**src/fpm_pkg.sv**
```systemverilog
// package for the fault pin mask unit: register map, fields, types
package fpm_pkg;

    localparam int unsigned FPM_NFLAG = 10;
    localparam logic [11:0] FPM_ADDR_MASK = 12'h048;
    localparam logic [11:0] FPM_ADDR_STATUS = 12'h000;
    localparam logic [11:0] FPM_ADDR_FLAGS = 12'h004;
    localparam logic [11:0] FPM_ADDR_IRQ_STAT = 12'h008;
    localparam logic [11:0] FPM_ADDR_IRQ_MASK = 12'h00c;
    localparam logic [21:0] FPM_MASK_RESET = 22'h120000;
    localparam logic [4:0] FPM_MASK_INDEX = 5'h12;
    localparam int unsigned FPM_PIN_BIT = 21;
    localparam int unsigned FPM_ADR_LSB = 16;
    localparam int unsigned FPM_ADR_MSB = 20;
    localparam logic [15:0] FPM_MASK_WR_BITS = 16'h97cd;
    localparam logic [31:0] FPM_ZERO_WORD = 32'h00000000;

    // mask bit position of each fault flag, flag index order
    localparam int unsigned FPM_POS_DIE_TEMP = 0;
    localparam int unsigned FPM_POS_VSHORT = 2;
    localparam int unsigned FPM_POS_IOPEN = 3;
    localparam int unsigned FPM_POS_CRC = 6;
    localparam int unsigned FPM_POS_SLIP = 7;
    localparam int unsigned FPM_POS_WDOG = 8;
    localparam int unsigned FPM_POS_LATCH = 9;
    localparam int unsigned FPM_POS_CLKHALT = 10;
    localparam int unsigned FPM_POS_INVCHK = 12;
    localparam int unsigned FPM_POS_SERIAL = 15;

    typedef struct packed {
        logic serial_access;
        logic inverse_converter_check;
        logic clock_halt;
        logic converter_latch_monitor;
        logic watchdog_timeout;
        logic frame_slip;
        logic serial_crc;
        logic current_open_circuit;
        logic voltage_short;
        logic die_temp;
    } fpm_flags_t;

    typedef struct packed {
        logic [11:0] addr;
        logic write;
        logic [31:0] wdata;
        logic [3:0] strb;
    } fpm_req_t;

endpackage

```
**src/fpm_gate.sv**
```systemverilog
// per-flag mask gating and fault pin reduction
`timescale 1ns/1ps
module fpm_gate
    import fpm_pkg::*;
(
    input wire fpm_flags_t flags,
    input wire logic [15:0] mask,
    output logic fault_any
);
    logic [FPM_NFLAG-1:0] pass;
    logic [FPM_NFLAG-1:0] fvec;

    function automatic int unsigned fpm_pos(input int unsigned i);
        unique case (i)
            0: fpm_pos = FPM_POS_DIE_TEMP;
            1: fpm_pos = FPM_POS_VSHORT;
            2: fpm_pos = FPM_POS_IOPEN;
            3: fpm_pos = FPM_POS_CRC;
            4: fpm_pos = FPM_POS_SLIP;
            5: fpm_pos = FPM_POS_WDOG;
            6: fpm_pos = FPM_POS_LATCH;
            7: fpm_pos = FPM_POS_CLKHALT;
            8: fpm_pos = FPM_POS_INVCHK;
            default: fpm_pos = FPM_POS_SERIAL;
        endcase
    endfunction

    assign fvec = flags;

    // masking only blocks the path, the flag itself is untouched
    for (genvar i = 0; i < FPM_NFLAG; i++) begin : g_pass
        assign pass[i] = fvec[i] & ~mask[fpm_pos(i)];
    end

    assign fault_any = |pass;
endmodule

```
**src/fpm_top.sv**
```systemverilog
// fault pin mask unit: apb registers, fault pin and interrupt
`timescale 1ns/1ps
//
// Contract
// - mask register bit 21 reads back the inverse of the live fault pin level, 1 while the pin is low
// - mask register at index 0x12, resets to 0x120000, masks clear
// - mask bit 15 blocks the invalid serial access flag
// - mask bit 12 blocks the inverse converter check flag
// - mask bit 10 blocks the oscillator stop flag
// - mask bit 9 blocks the converter latch monitor flag
// - mask bit 8 blocks the watchdog timeout flag
// - mask bit 7 blocks the frame slip flag
// - mask bit 6 blocks the serial crc flag
// - mask bit 3 blocks the current output open circuit flag
// - mask bit 2 blocks the voltage output short flag
// - mask bit 0 blocks the die over-temperature flag
module fpm_top
    import fpm_pkg::*;
(
    input wire logic pclk,
    input wire logic presetn,
    input wire logic clk_en,
    input wire logic psel,
    input wire logic penable,
    input wire logic pwrite,
    input wire logic [11:0] paddr,
    input wire logic [31:0] pwdata,
    input wire logic [3:0] pstrb,
    output logic [31:0] prdata,
    output logic pready,
    output logic pslverr,
    input wire fpm_flags_t fault_flags,
    output logic fault_n,
    output logic irq
);
    logic [15:0] mask_reg, mask_next;
    logic fault_reg, fault_next;
    logic fault_n_reg, fault_n_next;
    logic [31:0] prdata_reg, prdata_next;
    logic pready_reg, pready_next;
    logic pslverr_reg, pslverr_next;
    logic [FPM_NFLAG-1:0] istat_reg, istat_next;
    logic [FPM_NFLAG-1:0] imask_reg, imask_next;
    logic [FPM_NFLAG-1:0] flags_d_reg, flags_d_next;
    logic irq_reg, irq_next;
    logic fault_any;
    logic setup;
    fpm_req_t req;

    function automatic logic addr_ok(input logic [11:0] a);
        addr_ok = (a == FPM_ADDR_MASK) || (a == FPM_ADDR_STATUS) ||
            (a == FPM_ADDR_FLAGS) || (a == FPM_ADDR_IRQ_STAT) ||
            (a == FPM_ADDR_IRQ_MASK);
    endfunction

    function automatic logic [31:0] lane_merge(input logic [31:0] old,
        input logic [31:0] wd, input logic [3:0] st);
        logic [31:0] r;
        r = old;
        for (int b = 0; b < 4; b++) begin
            if (st[b]) begin
                r[b*8 +: 8] = wd[b*8 +: 8];
            end
        end
        lane_merge = r;
    endfunction

    fpm_gate u_gate (
        .flags(fault_flags),
        .mask(mask_reg),
        .fault_any(fault_any)
    );

    assign req = '{addr: paddr, write: pwrite, wdata: pwdata, strb: pstrb};
    // slave answers in the setup cycle's following access cycle
    assign setup = psel & ~penable;

    always_comb begin
        logic [31:0] merged;
        logic [FPM_NFLAG-1:0] rise;
        logic [FPM_NFLAG-1:0] clr;
        merged = FPM_ZERO_WORD;
        rise = fault_flags & ~flags_d_reg;
        clr = '0;
        mask_next = mask_reg;
        imask_next = imask_reg;
        prdata_next = prdata_reg;
        pready_next = 1'b0;
        pslverr_next = 1'b0;
        fault_next = fault_any;
        // pin has its own flop so the port is a register output
        fault_n_next = ~fault_any;
        flags_d_next = fault_flags;
        if (setup) begin
            pready_next = 1'b1;
            pslverr_next = ~addr_ok(req.addr);
            prdata_next = FPM_ZERO_WORD;
            if (req.write) begin
                unique case (req.addr)
                    FPM_ADDR_MASK: begin
                        merged = lane_merge({16'h0000, mask_reg},
                            req.wdata, req.strb);
                        // reserved bits stay writable storage
                        mask_next = merged[15:0];
                    end
                    FPM_ADDR_IRQ_MASK: begin
                        merged = lane_merge({22'h000000, imask_reg},
                            req.wdata, req.strb);
                        imask_next = merged[FPM_NFLAG-1:0];
                    end
                    FPM_ADDR_IRQ_STAT: begin
                        merged = lane_merge(FPM_ZERO_WORD, req.wdata,
                            req.strb);
                        clr = merged[FPM_NFLAG-1:0];
                    end
                    default: begin
                        merged = FPM_ZERO_WORD;
                    end
                endcase
            end else begin
                unique case (req.addr)
                    FPM_ADDR_MASK: begin
                        prdata_next = {10'h000, fault_reg, FPM_MASK_INDEX,
                            mask_reg};
                    end
                    FPM_ADDR_STATUS: begin
                        prdata_next = {31'h00000000, fault_reg};
                    end
                    FPM_ADDR_FLAGS: begin
                        prdata_next = {22'h000000, fault_flags};
                    end
                    FPM_ADDR_IRQ_STAT: begin
                        prdata_next = {22'h000000, istat_reg};
                    end
                    FPM_ADDR_IRQ_MASK: begin
                        prdata_next = {22'h000000, imask_reg};
                    end
                    default: begin
                        prdata_next = FPM_ZERO_WORD;
                    end
                endcase
            end
        end
        // a new rising flag wins over a clear in the same cycle
        istat_next = (istat_reg & ~clr) | rise;
        irq_next = |(istat_next & ~imask_reg);
    end

    always_ff @(posedge pclk or negedge presetn) begin
        if (!presetn) begin
            mask_reg <= FPM_MASK_RESET[15:0];
            imask_reg <= '0;
            istat_reg <= '0;
            flags_d_reg <= '0;
            fault_reg <= 1'b0;
            fault_n_reg <= 1'b1;
            prdata_reg <= FPM_ZERO_WORD;
            pready_reg <= 1'b0;
            pslverr_reg <= 1'b0;
            irq_reg <= 1'b0;
        end else if (clk_en) begin
            mask_reg <= mask_next & FPM_MASK_WR_BITS | mask_next &
                ~FPM_MASK_WR_BITS;
            imask_reg <= imask_next;
            istat_reg <= istat_next;
            flags_d_reg <= flags_d_next;
            fault_reg <= fault_next;
            fault_n_reg <= fault_n_next;
            prdata_reg <= prdata_next;
            pready_reg <= pready_next;
            pslverr_reg <= pslverr_next;
            irq_reg <= irq_next;
        end
    end

    // pin is active low; status bit reports the inverse of the pin level, 1 while the pin is low
    assign fault_n = fault_n_reg;
    assign prdata = prdata_reg;
    assign pready = pready_reg;
    assign pslverr = pslverr_reg;
    assign irq = irq_reg;
endmodule

```
**config.mk**
```make
export PLATFORM = sky130hd
export DESIGN_NAME = fpm_top
export DESIGN_NICKNAME = d
export VERILOG_FILES = /design/src/fpm_pkg.sv /design/src/fpm_gate.sv /design/src/fpm_top.sv
export SDC_FILE = /design/constraint.sdc
export NUM_CORES = 1
export LEC_CHECK = 0
export ABC_CLOCK_PERIOD_IN_PS = 1800
export BUFFER_PORTS_ARGS = -buffer_cell sky130_fd_sc_hd__buf_4
export CAP_MARGIN = 20
export CORE_AREA = 2 2 97 99
export DETAILED_ROUTE_END_ITERATION = 8
export DIE_AREA = 0 0 99 101
export SLEW_MARGIN = 20
export SYNTH_ARGS = -nofsm -noshare
export SYNTH_HDL_FRONTEND = slang
export SYNTH_HIERARCHICAL = 1
export SYNTH_SLANG_ARGS = --single-unit
```
**constraint.sdc**
```tcl
create_clock -name pclk -period 1.8 [get_ports pclk]
set_input_delay 0.18 -clock pclk [delete_from_list [all_inputs] [get_ports pclk]]
set_output_delay 0.18 -clock pclk [all_outputs]
set_load 0.05 [all_outputs]
```
Word level (Yosys, flattened, before mapping)
Cells that the tools add are included.
Widths: inputs -> output; s select.

cells by class
  reductions and logical operators = 10
  multiplexer cells = 14
  equal/unequal tests = 4
  bitwise operators = 32

operators by type and width
  kind                 count
  $pmux 22 s5          1
  $mux 16              3
  $and 10x10->10       3
  $mux 10              3
  $not 10->10          3
  $eq 12x4->1 const B  2
  $mux 8               3
  $mux 22              1
  $reduce_or 10->1     2
  $or 16x15->16        1
  $not 1->1            13
  $eq 12x3->1 const B  1
  $eq 12x7->1 const B  1
  $logic_not 12->1     1
  $and 1x1->1          11
  $or 10x10->10        1
  $reduce_and 5->1     2
  $logic_or 1x1->1     4
  $mux 1               2
  $mux 2               1
  $reduce_and 2->1     1

word-level totals
  register bits = 83
  input bits = 64
  logic and storage cells = 71
  output and inout port bits = 36

Longest topological paths before layout
  depth after elaboration = 9
  mapped depth = 6
  mapped depth without buffers = 5

Hierarchy
The synthesis kept the hierarchy.

by module, submodules not included
  module    cells an instance  times used  area an instance (um^2)  seq. area each (um^2)
  fpm_top   295                1           3,453.3                  1,727.9
  fpm_gate  15                 1           80.1                     0.0

Least setup slack after synthesis
OpenSTA, ideal clock, no wires.

  path type = input to register
  start point = in paddr[9]
  end point = reg (tool-made name)
  buffers on the path = 0
  arrival time = 1,714 ps
  library setup time = 125 ps
  required time = 1,675 ps
  path slack = -39 ps
  stages on the path = 5
  path through = nor4_4 > nand4_4 > or3_4 > nor2_8 > mux2_2

RTL lines
  element             line           RTL
  start: declaration  fpm_top.sv:26  input wire logic [11:0] paddr,

==> out/metrics.yaml <==
swShare: 0.277
cts_tree: "done"
synth_common_cells: "dfrtp_1 (68), mux2_2 (36), nand2_1 (24)"
path_clk_slew_ns: 0.08
slew_viol_final: 0
synth_top_area_cell: "dfrtp_1"
grt_max_degree: 42
final_antenna_net_count: 0
status: "finished clean"
cts-root-buf: "clkbuf_8"
p_comb_frac: 0.131
mappedNetlistArea_um2: 3530
drtPass1Iterations: 4
ir_worst_vdd_mv: 0.343
grt_pass1_wl_um: 14600
seqCellArea_um2: 1730
cpMaxStageDelayCell: "or3_4"
endpoint_kind: "flop"
nets: 468
via_count: 2700
rsz0062_at_grt: "no"
dpl.hpwl_um: 6990
synth_edf_count: 0
timing.fmax_mhz: 618
path_cells: "buf_4 -> nor4_4 -> buf_4 -> nand4_4 -> or3_4 -> nor2_8 -> mux2_2"
die_area_um2: 10000
start_util: 0.394
netlist_top_cells_area: "dfrtp_1 (48%), mux2_2 (11%), mux2i_1 (5.1%)"
synth_top_area_frac: 0.482
power_leakage_nw: 2.21
finalCritPeriodShare: 0.899
hold_viol: 0
cts_made_buffers: 9
die_h_um: 101
syn_area_per_cell_um2: 11.4
cp_num_buf_inv: 2
ioPinCount: 100
synth_top_flop_cell: "dfrtp_1"
synthDistinctLibCells: 49
period_needed_ns: 1.62
core.rowCount: 35
drive_above_1_share: 0.379
whs_ns: 0.0673
postCtsResizedCells: 0
async_flop_share: 1.00
critPathTopFamily: "simple AND/OR/NAND/NOR gates"
pwr-share-seq: 0.514
dp_slack_ns: -0.178
grt_overflow: 0
start_kind: "input pin"
routed_via_density: 5.19
ys_seq_elements: 69
p_switching_uw: 856
cellPowerDensity_nw_per_um2: 690
cpPeakStageDelay_ns: 0.46
area_growth_syn_to_layout_pct: 26.7
final-setup-viol-count: 0
routed_wl_um: 9100
clkLatencyLatePin_ns: 0.34
finalClockSkew_ns: 0.0118
track_usage: 0.192
critical_path_class: "input pin to flop"
p_int_mw: 2.23
yosysSeqAreaShare: 0.489
port_buffers: 68
fillerInstances: 842
worstPathMaxFanout: 8
post_dp_cell_area_um2: 4300
synth_cells: 310
synth_warnings: 6
grt_antenna_before_repair: 0
cpMostUsedCell: "buf_4"
drtIter0Drc: 114
hp-class: "input pin to flop"
multi_input_area_um2: 1650
cts_buffer_depth: 2
setup_ws_ns: 0.181
drc: 0
clkPwrFrac: 0.355
cts_max_level: 3
arrival_ns: 1.84
cap_violations: 0
n_antenna_cell: 0
clock_sinks: 69
grt_pass1_vias: 2697
synth.most_common_cell: "dfrtp_1"
core_area_um2: 8980
design_area_um2: 4480
place_congestion: 0.921
routedWlPerCell_um: 17.5
die_w_um: 99
crit_required_ns: 2.02
-- worst paths after layout --
check                                               from                        to  slack [ns]  cells after the start
worst max register to register  istat_reg[2]$_DFFE_PN0P_           irq$_DFFE_PN0P_        0.28                      5
worst min-delay path                          pwdata[14]                      flop        0.07                      2
worst min register to register     prdata[7]$_DFFE_PN0P_     prdata[7]$_DFFE_PN0P_        0.48                      2
max in group asynchronous                        presetn  imask_reg[1]$_DFFE_PN0P_        0.96                      3
min in group asynchronous                        presetn    prdata[20]$_DFFE_PN0P_        0.29                      2
worst max-delay path                           paddr[10]                      flop        0.18                      7
-- area by class of cell --
| cell class | count | share of cell area |
|---|---|---|
| flip-flops and latches | 69 | 0.386 |
| multi-input cells | 214 | 0.369 |
| repair buffers | 94 | 0.164 |
| well taps | 111 | 0.0310 |
| clock buffers | 10 | 0.0285 |
| inverters | 16 | 0.0134 |
| clock inverters | 6 | 0.00894 |
-- placed cells by master, fill, tap and decap left out, types with 9 or more instances in the layout --
cell / synthesis / layout
conb_1: 1 / 13
o21ai_0: 9 / 9
nand2_1: 24 / 24
dfrtp_1: 68 / 68
inv_1: 14 / 14
o22a_1: 9 / 9
nor2_1: 12 / 12
mux2i_1: 18 / 18
nor2b_1: 13 / 13
buf_4: 14 / 91
mux2_2: 36 / 36
a22o_1: 17 / 17
clkbuf_8: 0 / 9
-- per-layer routing --
layer  wire length [µm]  GRT usage  vias to the layer above  share of wire
met5                  0          0                        -              0
li1                   -          -                     1285              -
met2               4230      0.294                       79           0.46
met1               4210      0.273                     1329           0.46
met4                 95     0.0464                        0          0.010
met3                566     0.0499                        7          0.062
-- power by group through the flow --
stage,combinational [mW],sequential (mW),clock (mW)
after floorplan,0.214,1.63,0
after global placement,0.403,1.62,0
after detailed placement,0.407,1.62,0
after CTS,0.409,1.59,1.12
after global routing,0.442,1.59,1.20
final,0.405,1.59,1.10
-- metrics by stage --
step / TNS [ns] / power [mW] / instances / utilization
after detailed placement: -4.99 / 2.03 / 503 / 0.479
final: 0 / 3.09 / 520 / 0.499
after global routing: 0 / 3.23 / 520 / 0.499
after floorplan: -0.415 / 1.84 / 322 / -
after CTS: 0 / 3.12 / 520 / 0.499
after global placement: -4.22 / 2.02 / 503 / 0.479
-- cell families (layout without fill, tap and decap cells) --
group / Yosys count / count (layout) / share of synthesized area
AND/OR/NAND/NOR: 82 / 82 / 0.147
flip-flops: 69 / 69 / 0.489
AO/OA/AOI/OAI: 63 / 63 / 0.131
other: 1 / 13 / 0.00106
multiplexers: 56 / 56 / 0.175
buffers and inverters: 39 / 126 / 0.0567
-- what timing repair did --
action                     4_1_cts  5_1_grt
hold endpoints to repair        27        0
hold buffers                     1        0
setup endpoints to repair        0        0
setup buffers                    0        0
Note: power is estimated with default switching activity, not from simulation.
